File: config.mk
export PLATFORM = sky130hd
export DESIGN_NAME = dps_ctrl
export DESIGN_NICKNAME = d
export VERILOG_FILES = /design/src/rtl/dps_pkg.sv /design/src/rtl/dps_seek.sv /design/src/rtl/dps_ctrl.sv
export SDC_FILE = /design/constraint.sdc
export NUM_CORES = 1
export LEC_CHECK = 0
export ABC_AREA = 1
export BUFFER_PORTS_ARGS = -buffer_cell sky130_fd_sc_hd__buf_2
export CORE_ASPECT_RATIO = 1.4
export CORE_MARGIN = 4
export CORE_UTILIZATION = 40
export DETAILED_ROUTE_END_ITERATION = 7
export PLACE_DENSITY = 0.74
export SLEW_MARGIN = 20
export SYNTH_ARGS = -nofsm -noshare
export SYNTH_HDL_FRONTEND = slang
export SYNTH_SLANG_ARGS = --single-unit
File: constraint.sdc
create_clock -name clock -period 4.2 [get_ports clock]
set_clock_uncertainty 0.2 [all_clocks]
set_input_delay 0.42 -clock clock [delete_from_list [all_inputs] [get_ports clock]]
set_output_delay 0.42 -clock clock [all_outputs]
set_load 0.02 [all_outputs]
File: src/rtl/dps_pkg.sv
// Constants, field positions and types for the disk pack status and write start logic.
// Assumes one 20 MHz controller clock and a synchronous active-high reset.
//
// Function
// (RULE1) Selected unit cylinder readable when idle
// (RULE2) Not-ready bit clears after successful seek
// (RULE3) Seek-underway bit while unit seeks
// (RULE4) Write protect: read-only or lockout match
// (RULE5) Eight attention bits name the unit
// (RULE6) Failed seek raises seek incomplete
// (RULE7) One disk flag, program or priority
// (RULE8) Flag ORs enabled attention and done/error
// (RULE9) Job done on completion or abort
// (RULE10) Error flag ORs all error bits
// (RULE11) Attention flag ORs attention bits
// (RULE12) Attention interrupt enable in bit 7
// (RULE13) Done/error interrupt enable in bit 6
// (RULE14) Software sets counts, addresses, then GO
// (RULE15) Copy counted words, done, stop on error
// (RULE16) Execution begins only when GO sets
// (RULE17) Words enter upper half, shift lower
// (RULE18) Each fetched word bumps count and address
// (RULE19) Cylinder compare seeks toward target
// (RULE20) On arrival select head, read headers
// (RULE21) Busy after loads; busy loads rejected
// (RULE22) All flags update on controller clock
package dps_pkg;

  // ****************************************************************
  // Status register A fields
  // ****************************************************************
  localparam int SA_UNIT_LSB = 0;
  localparam int SA_FUNC_LSB = 3;
  localparam int SA_JDIE = 6;
  localparam int SA_ATIE = 7;
  localparam int SA_GO = 8;
  localparam int SA_WPE = 9;
  localparam int SA_EXT_LSB = 10;
  localparam int SA_WP = 14;
  localparam int SA_SINC = 15;
  localparam int SA_JD = 16;
  localparam int SA_ERR = 17;

  // ****************************************************************
  // Status register B fields
  // ****************************************************************
  localparam int SB_ATTN_LSB = 0;
  localparam int SB_EXT_LSB = 8;
  localparam int SB_PROG = 9;
  localparam int SB_SEEK = 16;
  localparam int SB_NRDY = 17;

  // ****************************************************************
  // Timing and interrupt constants
  // ****************************************************************
  localparam int CLK_NS = 50;
  localparam int BUSY_NS = 4000;
  localparam int BUSY_CYC = (BUSY_NS + CLK_NS - 1) / CLK_NS;
  localparam logic [1:0] API_LEVEL = 2'h1;
  // Vector port address, octal 64.
  localparam logic [7:0] API_VECTOR = 8'h34;

  // ****************************************************************
  // Function codes
  // ****************************************************************
  localparam logic [2:0] FN_IDLE = 3'h0;
  localparam logic [2:0] FN_READ = 3'h1;
  localparam logic [2:0] FN_WRITE = 3'h2;
  localparam logic [2:0] FN_WCHK = 3'h3;
  localparam logic [2:0] FN_SEEK = 3'h4;
  localparam logic [2:0] FN_RDALL = 3'h5;
  localparam logic [2:0] FN_WRALL = 3'h6;
  localparam logic [2:0] FN_RECAL = 3'h7;

  // Write transfer sequencer states.
  typedef enum logic [1:0] {ST_IDLE, ST_FETCH, ST_HAND, ST_DONE} dps_state_type;

  // Cylinder positioning states.
  typedef enum logic [1:0] {SK_IDLE, SK_COMP, SK_WAIT, SK_ON} dps_seek_state_type;

endpackage

File: src/rtl/dps_seek.sv
// Cylinder comparator, seek command and head selection for the selected unit.
// Assumes the drive pulses arrival for one cycle once the heads settle.
`timescale 1ns/1ps
`default_nettype none
module dps_seek import dps_pkg::*; (
  // Clock and reset
  input wire logic clock,
  input wire logic rst,
  // Control
  input wire logic start,
  input wire logic stop,
  input wire logic [7:0] target_cyl,
  input wire logic [7:0] present_cyl,
  input wire logic arrived,
  input wire logic [4:0] head_addr,
  // Drive commands
  output logic seek_cmd,
  output logic seek_dir,
  output logic [7:0] seek_cyl,
  output logic on_cyl,
  output logic [4:0] head_select,
  output logic header_read_en
);

  // ****************************************************************
  // Comparator and state
  // ****************************************************************
  dps_seek_state_type state_reg, state_next;
  wire logic match = (present_cyl == target_cyl);
  wire logic upward = (target_cyl > present_cyl);

  // Next state: compare, seek if needed, wait for arrival, recompare.
  always_comb begin
    state_next = state_reg;
    case (state_reg)
      SK_IDLE: if (start) state_next = SK_COMP;
      SK_COMP: state_next = match ? SK_ON : SK_WAIT; // RULE19
      SK_WAIT: if (arrived) state_next = SK_COMP; // RULE20
      SK_ON: state_next = SK_ON;
      default: state_next = SK_IDLE;
    endcase
    if (stop) state_next = SK_IDLE;
  end

  // Registered outputs toward the drive.
  always_ff @(posedge clock) begin
    if (rst) begin
      state_reg <= SK_IDLE;
      seek_cmd <= 1'b0;
      seek_dir <= 1'b0;
      seek_cyl <= 8'h00;
      on_cyl <= 1'b0;
      head_select <= 5'h00;
      header_read_en <= 1'b0;
    end else begin
      state_reg <= state_next;
      seek_cmd <= (state_reg == SK_COMP) && !match && !stop; // RULE19
      if (state_reg == SK_COMP) begin
        seek_dir <= upward;
        seek_cyl <= target_cyl;
      end
      on_cyl <= (state_next == SK_ON);
      if (state_next == SK_ON) head_select <= head_addr; // RULE20
      header_read_en <= (state_next == SK_ON); // RULE20
    end
  end

endmodule
`default_nettype wire

File: src/rtl/dps_ctrl.sv
// Status facility, interrupt flag and write start sequencer of the disk pack controller.
// Assumes instruction strobes and drive signals are synchronous one-cycle or level inputs.
`timescale 1ns/1ps
`default_nettype none
module dps_ctrl import dps_pkg::*; #(
  parameter int WC_W = 18,
  parameter int ADDR_W = 15,
  parameter int BUSY_COUNT = BUSY_CYC
) (
  // Clock and reset
  input wire logic clock,
  input wire logic rst,
  // Instruction strobes and their data
  input wire logic function_load_op,
  input wire logic set_ones_load_op,
  input wire logic zeros_load_op,
  input wire logic continue_op,
  input wire logic [17:0] io_data,
  // Setup register loads
  input wire logic wc_load,
  input wire logic ca_load,
  input wire logic car_load,
  input wire logic head_load,
  // Status readback
  output logic [17:0] status_a_out,
  output logic [17:0] status_b_out,
  output logic [7:0] unit_head_cylinder,
  output logic cyl_read_ok,
  output logic busy_out,
  // Interrupt requests
  input wire logic priority_mode,
  output logic program_interrupt_request,
  output logic priority_interrupt_request,
  output logic [1:0] api_level,
  output logic [7:0] api_vector,
  // Memory fetch
  output logic mem_req,
  output logic [ADDR_W-1:0] mem_addr,
  input wire logic mem_ack,
  input wire logic [17:0] mem_data,
  // Assembled word to the serial writer
  output logic [35:0] buf_word,
  output logic buf_valid,
  input wire logic buf_take,
  // Drive units
  input wire logic [7:0] unit_ready,
  input wire logic [7:0] unit_seeking,
  input wire logic [7:0] unit_read_only,
  input wire logic [7:0] unit_attention,
  input wire logic [7:0] unit_seek_incomplete,
  input wire logic [7:0] sel_cylinder,
  input wire logic lockout_switch,
  input wire logic [2:0] lockout_unit_reg,
  input wire logic [7:0] lockout_cylinder_limit,
  // Error conditions owned elsewhere
  input wire logic [3:0] ext_error_a,
  input wire logic [7:0] ext_error_b,
  // Drive commands
  output logic [2:0] unit_select,
  output logic seek_cmd,
  output logic seek_dir,
  output logic [7:0] seek_cyl,
  output logic [4:0] head_select,
  output logic header_read_en
);

  // ****************************************************************
  // Functions
  // ****************************************************************

  // True for functions that run until job done.
  function automatic logic is_exec(input logic [2:0] fn);
    is_exec = (fn == FN_READ) || (fn == FN_WRITE) || (fn == FN_WCHK) ||
              (fn == FN_RDALL) || (fn == FN_WRALL);
  endfunction

  // ****************************************************************
  // Storage
  // ****************************************************************
  logic [8:0] ctl_reg; // Unit, function, enables and GO.
  logic wpe_reg; // Write protect error.
  logic sinc_reg; // Seek incomplete.
  logic jd_reg; // Job done.
  logic prog_reg; // Programming error.
  logic [7:0] attn_reg; // Per-unit attention.
  logic busy_reg; // Controller busy.
  logic exec_busy_reg; // Busy lasts until job done.
  logic [7:0] busy_cnt_reg; // Timed busy counter.
  logic [WC_W-1:0] wc_reg; // Word count, counts up to zero.
  logic [ADDR_W-1:0] ca_reg; // Current memory address.
  logic [7:0] cylinder_address_reg; // Target cylinder.
  logic [4:0] head_addr_reg; // Target head.
  logic [35:0] buf_reg; // Assembly buffer.
  logic half_reg; // Upper half holds a word.
  logic last_reg; // Word count has overflowed.
  dps_state_type state_reg, state_next;

  // ****************************************************************
  // Decode
  // ****************************************************************
  wire logic any_op = function_load_op | set_ones_load_op | zeros_load_op | continue_op;
  wire logic accepted = any_op & ~busy_reg;
  wire logic rejected = any_op & busy_reg;
  wire logic [2:0] sel = ctl_reg[SA_UNIT_LSB +: 3];

  // New control field after an accepted load instruction.
  wire logic [8:0] load_val = io_data[8:0];
  wire logic [8:0] ctl_next = !accepted ? ctl_reg :
                              function_load_op ? load_val :
                              set_ones_load_op ? (ctl_reg | load_val) :
                              zeros_load_op ? (ctl_reg & ~load_val) : ctl_reg;
  wire logic [2:0] fn_new = ctl_next[SA_FUNC_LSB +: 3];
  wire logic [2:0] sel_new = ctl_next[SA_UNIT_LSB +: 3];

  // Start happens only when a load leaves GO set.
  wire logic go_start = accepted & (function_load_op | set_ones_load_op) & ctl_next[SA_GO]; // RULE16
  wire logic exec_go = go_start & is_exec(fn_new);

  // Write protection of the selected unit.
  wire logic lockout_hit = (sel == lockout_unit_reg) && lockout_switch &&
                           (cylinder_address_reg <= lockout_cylinder_limit);
  wire logic wp = unit_read_only[sel] | lockout_hit; // RULE4
  wire logic wp_new = unit_read_only[sel_new] | ((sel_new == lockout_unit_reg) &&
                      lockout_switch && (cylinder_address_reg <= lockout_cylinder_limit));
  wire logic wp_fail = go_start & (fn_new == FN_WRITE) & wp_new;

  // Error and attention summaries.
  wire logic err_any = wpe_reg | (|ext_error_a) | sinc_reg | prog_reg | (|ext_error_b); // RULE10
  wire logic attn_any = |attn_reg; // RULE11
  wire logic flag = (attn_any & ctl_reg[SA_ATIE]) | // RULE12
                    ((jd_reg | err_any) & ctl_reg[SA_JDIE]); // RULE8 RULE13

  // Fetch handshake and last-word detection.
  wire logic fetch_hit = (state_reg == ST_FETCH) & mem_ack;
  wire logic wc_last = &wc_reg;
  wire logic seek_on;

  // Attention set by arrival or failed seek; set wins over clear.
  wire logic [7:0] attn_clr = (accepted & continue_op) ? io_data[7:0] : 8'h00;
  wire logic [7:0] attn_set = unit_attention | unit_seek_incomplete;

  // Assembled status words.
  wire logic [17:0] sa_val = {err_any, jd_reg, sinc_reg, wp, ext_error_a, wpe_reg, ctl_reg};
  wire logic [17:0] sb_val = {~unit_ready[sel], unit_seeking[sel], ext_error_b[7:2],
                              ext_error_b[1] | prog_reg, ext_error_b[0], attn_reg};

  // ****************************************************************
  // Write sequencer
  // ****************************************************************

  // Fetch word pairs, hand each 36-bit word over, stop on overflow or error.
  always_comb begin
    state_next = state_reg;
    case (state_reg)
      ST_IDLE: begin
        if (wp_fail) state_next = ST_DONE; // RULE9
        else if (exec_go && fn_new == FN_WRITE) state_next = ST_FETCH; // RULE15
        else if (exec_go) state_next = ST_DONE;
      end
      ST_FETCH: if (mem_ack && (half_reg || wc_last)) state_next = ST_HAND;
      ST_HAND: begin
        if (buf_take && seek_on) state_next = last_reg ? ST_DONE : ST_FETCH; // RULE15
      end
      ST_DONE: state_next = ST_IDLE;
      default: state_next = ST_IDLE;
    endcase
    if (err_any && state_reg != ST_IDLE && state_reg != ST_DONE) state_next = ST_DONE; // RULE15
  end

  // Sequencer state.
  always_ff @(posedge clock) begin
    if (rst) state_reg <= ST_IDLE;
    else state_reg <= state_next;
  end

  // Buffer assembly: each word enters the upper half, the older one moves down.
  always_ff @(posedge clock) begin
    if (rst) begin
      buf_reg <= 36'h000000000;
      half_reg <= 1'b0;
    end else if (fetch_hit) begin
      buf_reg[35:18] <= mem_data; // RULE17
      buf_reg[17:0] <= buf_reg[35:18]; // RULE17
      half_reg <= ~half_reg;
    end else if (state_reg == ST_IDLE) begin
      half_reg <= 1'b0;
    end
  end

  // Word count and address step once per fetched word.
  always_ff @(posedge clock) begin
    if (rst) begin
      wc_reg <= '0;
      ca_reg <= '0;
      last_reg <= 1'b0;
    end else begin
      if (wc_load) wc_reg <= io_data[WC_W-1:0];
      else if (fetch_hit) wc_reg <= wc_reg + 1'b1; // RULE18
      if (ca_load) ca_reg <= io_data[ADDR_W-1:0];
      else if (fetch_hit) ca_reg <= ca_reg + 1'b1; // RULE18
      if (fetch_hit) last_reg <= wc_last;
      else if (state_reg == ST_IDLE) last_reg <= 1'b0;
    end
  end

  // Disk address registers loaded by software before GO.
  always_ff @(posedge clock) begin
    if (rst) begin
      cylinder_address_reg <= 8'h00;
      head_addr_reg <= 5'h00;
    end else begin
      if (car_load) cylinder_address_reg <= io_data[7:0];
      if (head_load) head_addr_reg <= io_data[4:0];
    end
  end

  // ****************************************************************
  // Control, flags and busy
  // ****************************************************************

  // Control field; GO drops when the sequencer passes through ST_DONE.
  always_ff @(posedge clock) begin
    if (rst) ctl_reg <= 9'h000;
    else if (state_reg == ST_DONE) ctl_reg <= {1'b0, ctl_next[7:0]};
    else ctl_reg <= ctl_next; // RULE12 RULE13
  end

  // Sticky flags; a set in the same cycle as a clear wins.
  always_ff @(posedge clock) begin
    if (rst) begin
      jd_reg <= 1'b0;
      wpe_reg <= 1'b0;
      sinc_reg <= 1'b0;
      prog_reg <= 1'b0;
      attn_reg <= 8'h00;
    end else begin
      jd_reg <= (state_reg == ST_DONE) | (jd_reg & ~(accepted & (continue_op | function_load_op))); // RULE9
      wpe_reg <= wp_fail | (wpe_reg & ~(accepted & function_load_op));
      sinc_reg <= unit_seek_incomplete[sel] | (sinc_reg & ~(accepted & function_load_op)); // RULE6
      prog_reg <= rejected | (prog_reg & ~(accepted & function_load_op)); // RULE21
      attn_reg <= attn_set | (attn_reg & ~attn_clr); // RULE5 RULE6
    end
  end

  // Busy: timed for initiate functions, until job done for execute ones.
  always_ff @(posedge clock) begin
    if (rst) begin
      busy_reg <= 1'b0;
      exec_busy_reg <= 1'b0;
      busy_cnt_reg <= 8'h00;
    end else if (accepted) begin
      busy_reg <= 1'b1; // RULE21
      exec_busy_reg <= exec_go;
      busy_cnt_reg <= 8'(BUSY_COUNT - 1);
    end else if (exec_busy_reg) begin
      if (state_reg == ST_DONE) begin
        busy_reg <= 1'b0;
        exec_busy_reg <= 1'b0;
      end
    end else if (busy_reg) begin
      if (busy_cnt_reg == 8'h00) busy_reg <= 1'b0;
      else busy_cnt_reg <= busy_cnt_reg - 8'h01;
    end
  end

  // ****************************************************************
  // Cylinder positioning
  // ****************************************************************
  dps_seek u_seek (
    .clock(clock),
    .rst(rst),
    .start(go_start && (fn_new == FN_WRITE || fn_new == FN_SEEK) && !wp_fail),
    .stop(state_reg == ST_DONE),
    .target_cyl(cylinder_address_reg),
    .present_cyl(sel_cylinder),
    .arrived(unit_attention[sel]),
    .head_addr(head_addr_reg),
    .seek_cmd(seek_cmd),
    .seek_dir(seek_dir),
    .seek_cyl(seek_cyl),
    .on_cyl(seek_on),
    .head_select(head_select),
    .header_read_en(header_read_en)
  );

  // ****************************************************************
  // Registered outputs
  // ****************************************************************

  // Every status and request output is a flop of this clock.
  always_ff @(posedge clock) begin
    if (rst) begin
      status_a_out <= 18'h00000;
      status_b_out <= 18'h00000;
      unit_head_cylinder <= 8'h00;
      cyl_read_ok <= 1'b0;
      busy_out <= 1'b0;
      program_interrupt_request <= 1'b0;
      priority_interrupt_request <= 1'b0;
      api_level <= 2'h0;
      api_vector <= 8'h00;
      mem_req <= 1'b0;
      mem_addr <= '0;
      buf_word <= 36'h000000000;
      buf_valid <= 1'b0;
      unit_select <= 3'h0;
    end else begin
      status_a_out <= sa_val; // RULE4 RULE9 RULE10 RULE22
      status_b_out <= sb_val; // RULE2 RULE3 RULE5 RULE22
      unit_head_cylinder <= sel_cylinder; // RULE1
      cyl_read_ok <= ~busy_reg & ~unit_seeking[sel]; // RULE1
      busy_out <= busy_reg;
      program_interrupt_request <= flag & ~priority_mode; // RULE7 RULE22
      priority_interrupt_request <= flag & priority_mode; // RULE7
      api_level <= API_LEVEL; // RULE7
      api_vector <= API_VECTOR; // RULE7
      mem_req <= (state_next == ST_FETCH);
      mem_addr <= (fetch_hit ? ca_reg + 1'b1 : ca_reg);
      buf_word <= (state_next == ST_HAND) ? (fetch_hit ? {mem_data, buf_reg[35:18]} : buf_reg) : buf_word;
      buf_valid <= (state_next == ST_HAND);
      unit_select <= sel;
    end
  end
endmodule
`default_nettype wire

==> summary.md <==
| Metric | Value |
|---|---|
| Core Box Area | `0.0248 sq mm` |
| WHS Path Cells | `3` |
| Cell mode on critical path | `nand2_1` |
| Avg Inst Size Synth | `7.52 sq um` |
| RSZ-0062 raised after global routing | `no` |
| Slew headroom | `44.0%` |
| Ys flop type | `dfxtp_1` |
| Synth area leader | `dfxtp_1` |
| Setup crit end kind | `flop` |
| Crit-path slowest cell | `inv_2` |
| Gpl congestion | `0.867` |
| First-pass GRT wire length | `between 40 and 50 mm` |
| Wirelength, routed | `29.2 mm` |
| CTS Root Cell | `clkbuf_16` |
| Die Y | `between 150 and 200 microns` |
| Fillers | `2384` |
| Postcts setup bufs | `0` |
| Worst-path clk slew | `0.06 ns` |
| GRT Total Usage | `between 20% and 30%` |
| Yosys warns | `0` |
| Full die area | `0.0280 sq mm` |
| Area Overhead vs Synth | `26.5%` |
| Residual DRC | `0` |
| Hpwl dp | `slightly above 20 mm` |
| Reg-to-Reg End | `buf_word[20]` |
| Total grt overflow | `0` |
| Vias per std cell | `4.98` |
| Worst-margin pin slew | `0.836 ns` |
| Levels on crit path | `17` |
| Status | `complete, no violations` |
| Hold Crit Class | `input port to flop` |
| Max-cap violations | `0` |
| Mapped cell area | `0.0102 sq mm` |
| FF-to-FF setup slack | `0.98 ns` |
| Worst Setup Start Kind | `flop` |
| Placed insts | `1848` |
| DIE WIDTH | `143 microns` |
| Async SR Flop Fraction | `0%` |
| Std cell rows | `68` |
| Slew Viols, Final | `0` |
| LEAKAGE | `roughly 6.3 nW` |
| Vias in the first global route | `9464` |
| CP arrival | `3.42 ns` |
| Sequential cell area | `0.00474 sq mm` |
| Synth cell count leaders | `237 x dfxtp_1, 227 x nor2_1, 204 x nand2_1, 143 x inv_1` |
| Synth area leaders | `dfxtp_1 47%, nor2_1 8.4%, nand2_1 7.5%, inv_1 5.3%, a21oi_1 5.0%` |
| Worst skew pair latency | `~0.5 ns` |
| Vias | `between 9000 and 10000` |
| Final non-filler cell total | `1947` |
| Number of synthesized flops with an enable pin | `0` |
| FF-to-FF Start | `wc_reg[0]` |
| Crit-path cells | `ha_1, nand2_1, nor2_1, nand3_1, nor2_1, nand2_1, nor3_2, nand3_1, nand2_1, nand2_1, a21oi_1, nand2_1, inv_2, buf_4, nand3_1, nand2_1, nor2_1` |
| Worst setup startpoint | `wc_reg[0]` |
| Initial antenna violation count | `1` |
| Peak supply drop | `0.578 mV` |
| Worst setup endpoint | `buf_word[20]` |
| Multi-input logic area | `0.00446 sq mm` |
| Depth of the CTS H-tree | `1` |
| Nets | `1757` |
| CTS Buffer Depth | `3` |
| Crit path kind | `flop to flop` |
| Routed Antenna Nets | `0` |
| Crit path buffers/inverters | `2` |
| Netlist cell types | `44` |
| First-pass DRT Iterations | `5` |
| Ratio of cells with drive above 1 in the final layout | `18.8%` |
| Hold Vio Cnt, Final | `0` |
| Yosys top cell area share | `46.7%` |
| Ant. Diodes | `0` |
| Critical path's top delay family | `simple AND/OR/NAND/NOR gates` |
| Iteration-0 DRC count of the detailed router | `533` |
| Wire per inst | `15.0 microns` |
| Minimum clock period | `3.22 ns` |
| CP max stage delay | `slightly above 0.5 ns` |
| CTS buffer count | `24` |
| CP max FO | `41` |
| Top-count cell post-synth | `dfxtp_1` |
| Fin crit share | `76.6%` |
| Starting density of the core | `40.9%` |
| Fin Setup TNS | `0 ns` |
| Cell count of the worst reg-to-reg path | `17` |
| Hold Slack | `roughly 0.028 ns` |
| Sequential area share after synthesis | `between 40% and 50%` |
| Fmax | `311 MHz` |
| Flops & latches, synth | `237` |
| Util after Layout | `about half` |
| Pwr Density | `536 mW/mm^2` |
| Required @ worst endpoint | `roughly 4.4 ns` |
| Post-Syn Instances | `1350` |
| # IOs | `about 250` |
| Largest net degree at the start of global routing | `60` |
| CTS tree | `built` |
| Setup-failing EPs final | `0` |
| Clk sinks | `237` |
| Port buffer count | `244` |
[layout make-up]
class,instances,area share [%]
flip-flops and latches,237,36.9
repair buffers,310,14.6
inverters,151,4.43
clock buffers,34,5.45
clock inverters,8,0.770
well taps,315,3.07
multi-input cells,892,34.8
[layer usage]
layer / global-route usage [%] / wire, microns / vias to the layer above / share of wire (%)
li1: - / - / 4896 / -
met1: 24.4 / 11700 / 4429 / 40
met2: 36.5 / 14900 / 312 / 51
met3: 2.91 / 1710 / 60 / 5.9
met4: 6.87 / 828 / 2 / 2.8
met5: 0 / 12 / - / 0.041
[where the power goes]
group / switching [W] / internal, W
combinational: 0.00129 / 0.000691
sequential: 0.000177 / 0.00257
clock: 0.000878 / 0.00128
total: 0.00234 / 0.00454
[logic make-up after synthesis]
kind of cell / share of synthesized area, %
flops: 46.7
fa+ha+maj: 2.46
compound gates: 13.7
buf+inv: 9.57
other cells: 0.0369
mux: 2.27
simple gates: 22.9
xor+xnor: 2.33
[worst min-delay path, cell delays in order]
cell and delay (ns):
buf_2 0.14, nand2_1 0.06, a31oi_1 0.07
[worst min-delay path by stage]
stage | endpoint | from | slack [ns]
detailed placement | status_a_out[8] | ctl_reg[8] | 0.21
finish | wc_reg[8] | io_data[8] | 0.03
CTS | buf_reg[23] | mem_data[5] | 0.001
global route | wc_reg[8] | io_data[8] | 0.01
floorplan | status_a_out[8] | ctl_reg[8] | 0.20
global placement | status_a_out[5] | ctl_reg[5] | 0.22
[layout by cell type, fill, tap and decap left out, types with 3 or more instances in the layout]
cell type / instances
mux2i_1: 23
clkinv_1: 3
a211oi_1: 3
clkbuf_1: 5
nand3_1: 85
dlygate4sd3_1: 57
conb_1: 6
clkbuf_16: 25
inv_1: 142
dfxtp_1: 237
clkbuf_8: 4
a31oi_1: 18
nand2_1: 202
nor2_1: 227
ha_1: 20
buf_4: 9
inv_2: 5
clkinv_2: 3
xor2_1: 17
a21oi_1: 101
o21a_1: 5
o21ai_0: 101
o22ai_1: 6
buf_2: 243
o211ai_1: 13
xnor2_1: 10
nor3_1: 13
nor4_1: 3
nand4_1: 16
[stage by stage]
| step | setup slack [ns] | power, W | area [sq um] |
|---|---|---|---|
| 6_report | 0.982 | 0.00688 | 12800 |
| 3_3_place_gp | 0.909 | 0.00469 | 11500 |
| 2_1_floorplan | 1.84 | 0.00424 | 10200 |
| 5_1_grt | 0.611 | 0.00732 | 12800 |
| 3_5_place_dp | 0.884 | 0.00473 | 11500 |
| 4_1_cts | 1.00 | 0.00695 | 12800 |
[what timing repair did]
item                                    4_1_cts  5_1_grt
resized for setup                             0        0
hold buffers                                 57        0
endpoints found under the setup margin        0        0
endpoints found under the hold margin        57        0
(Power assumes the default switching activity.)
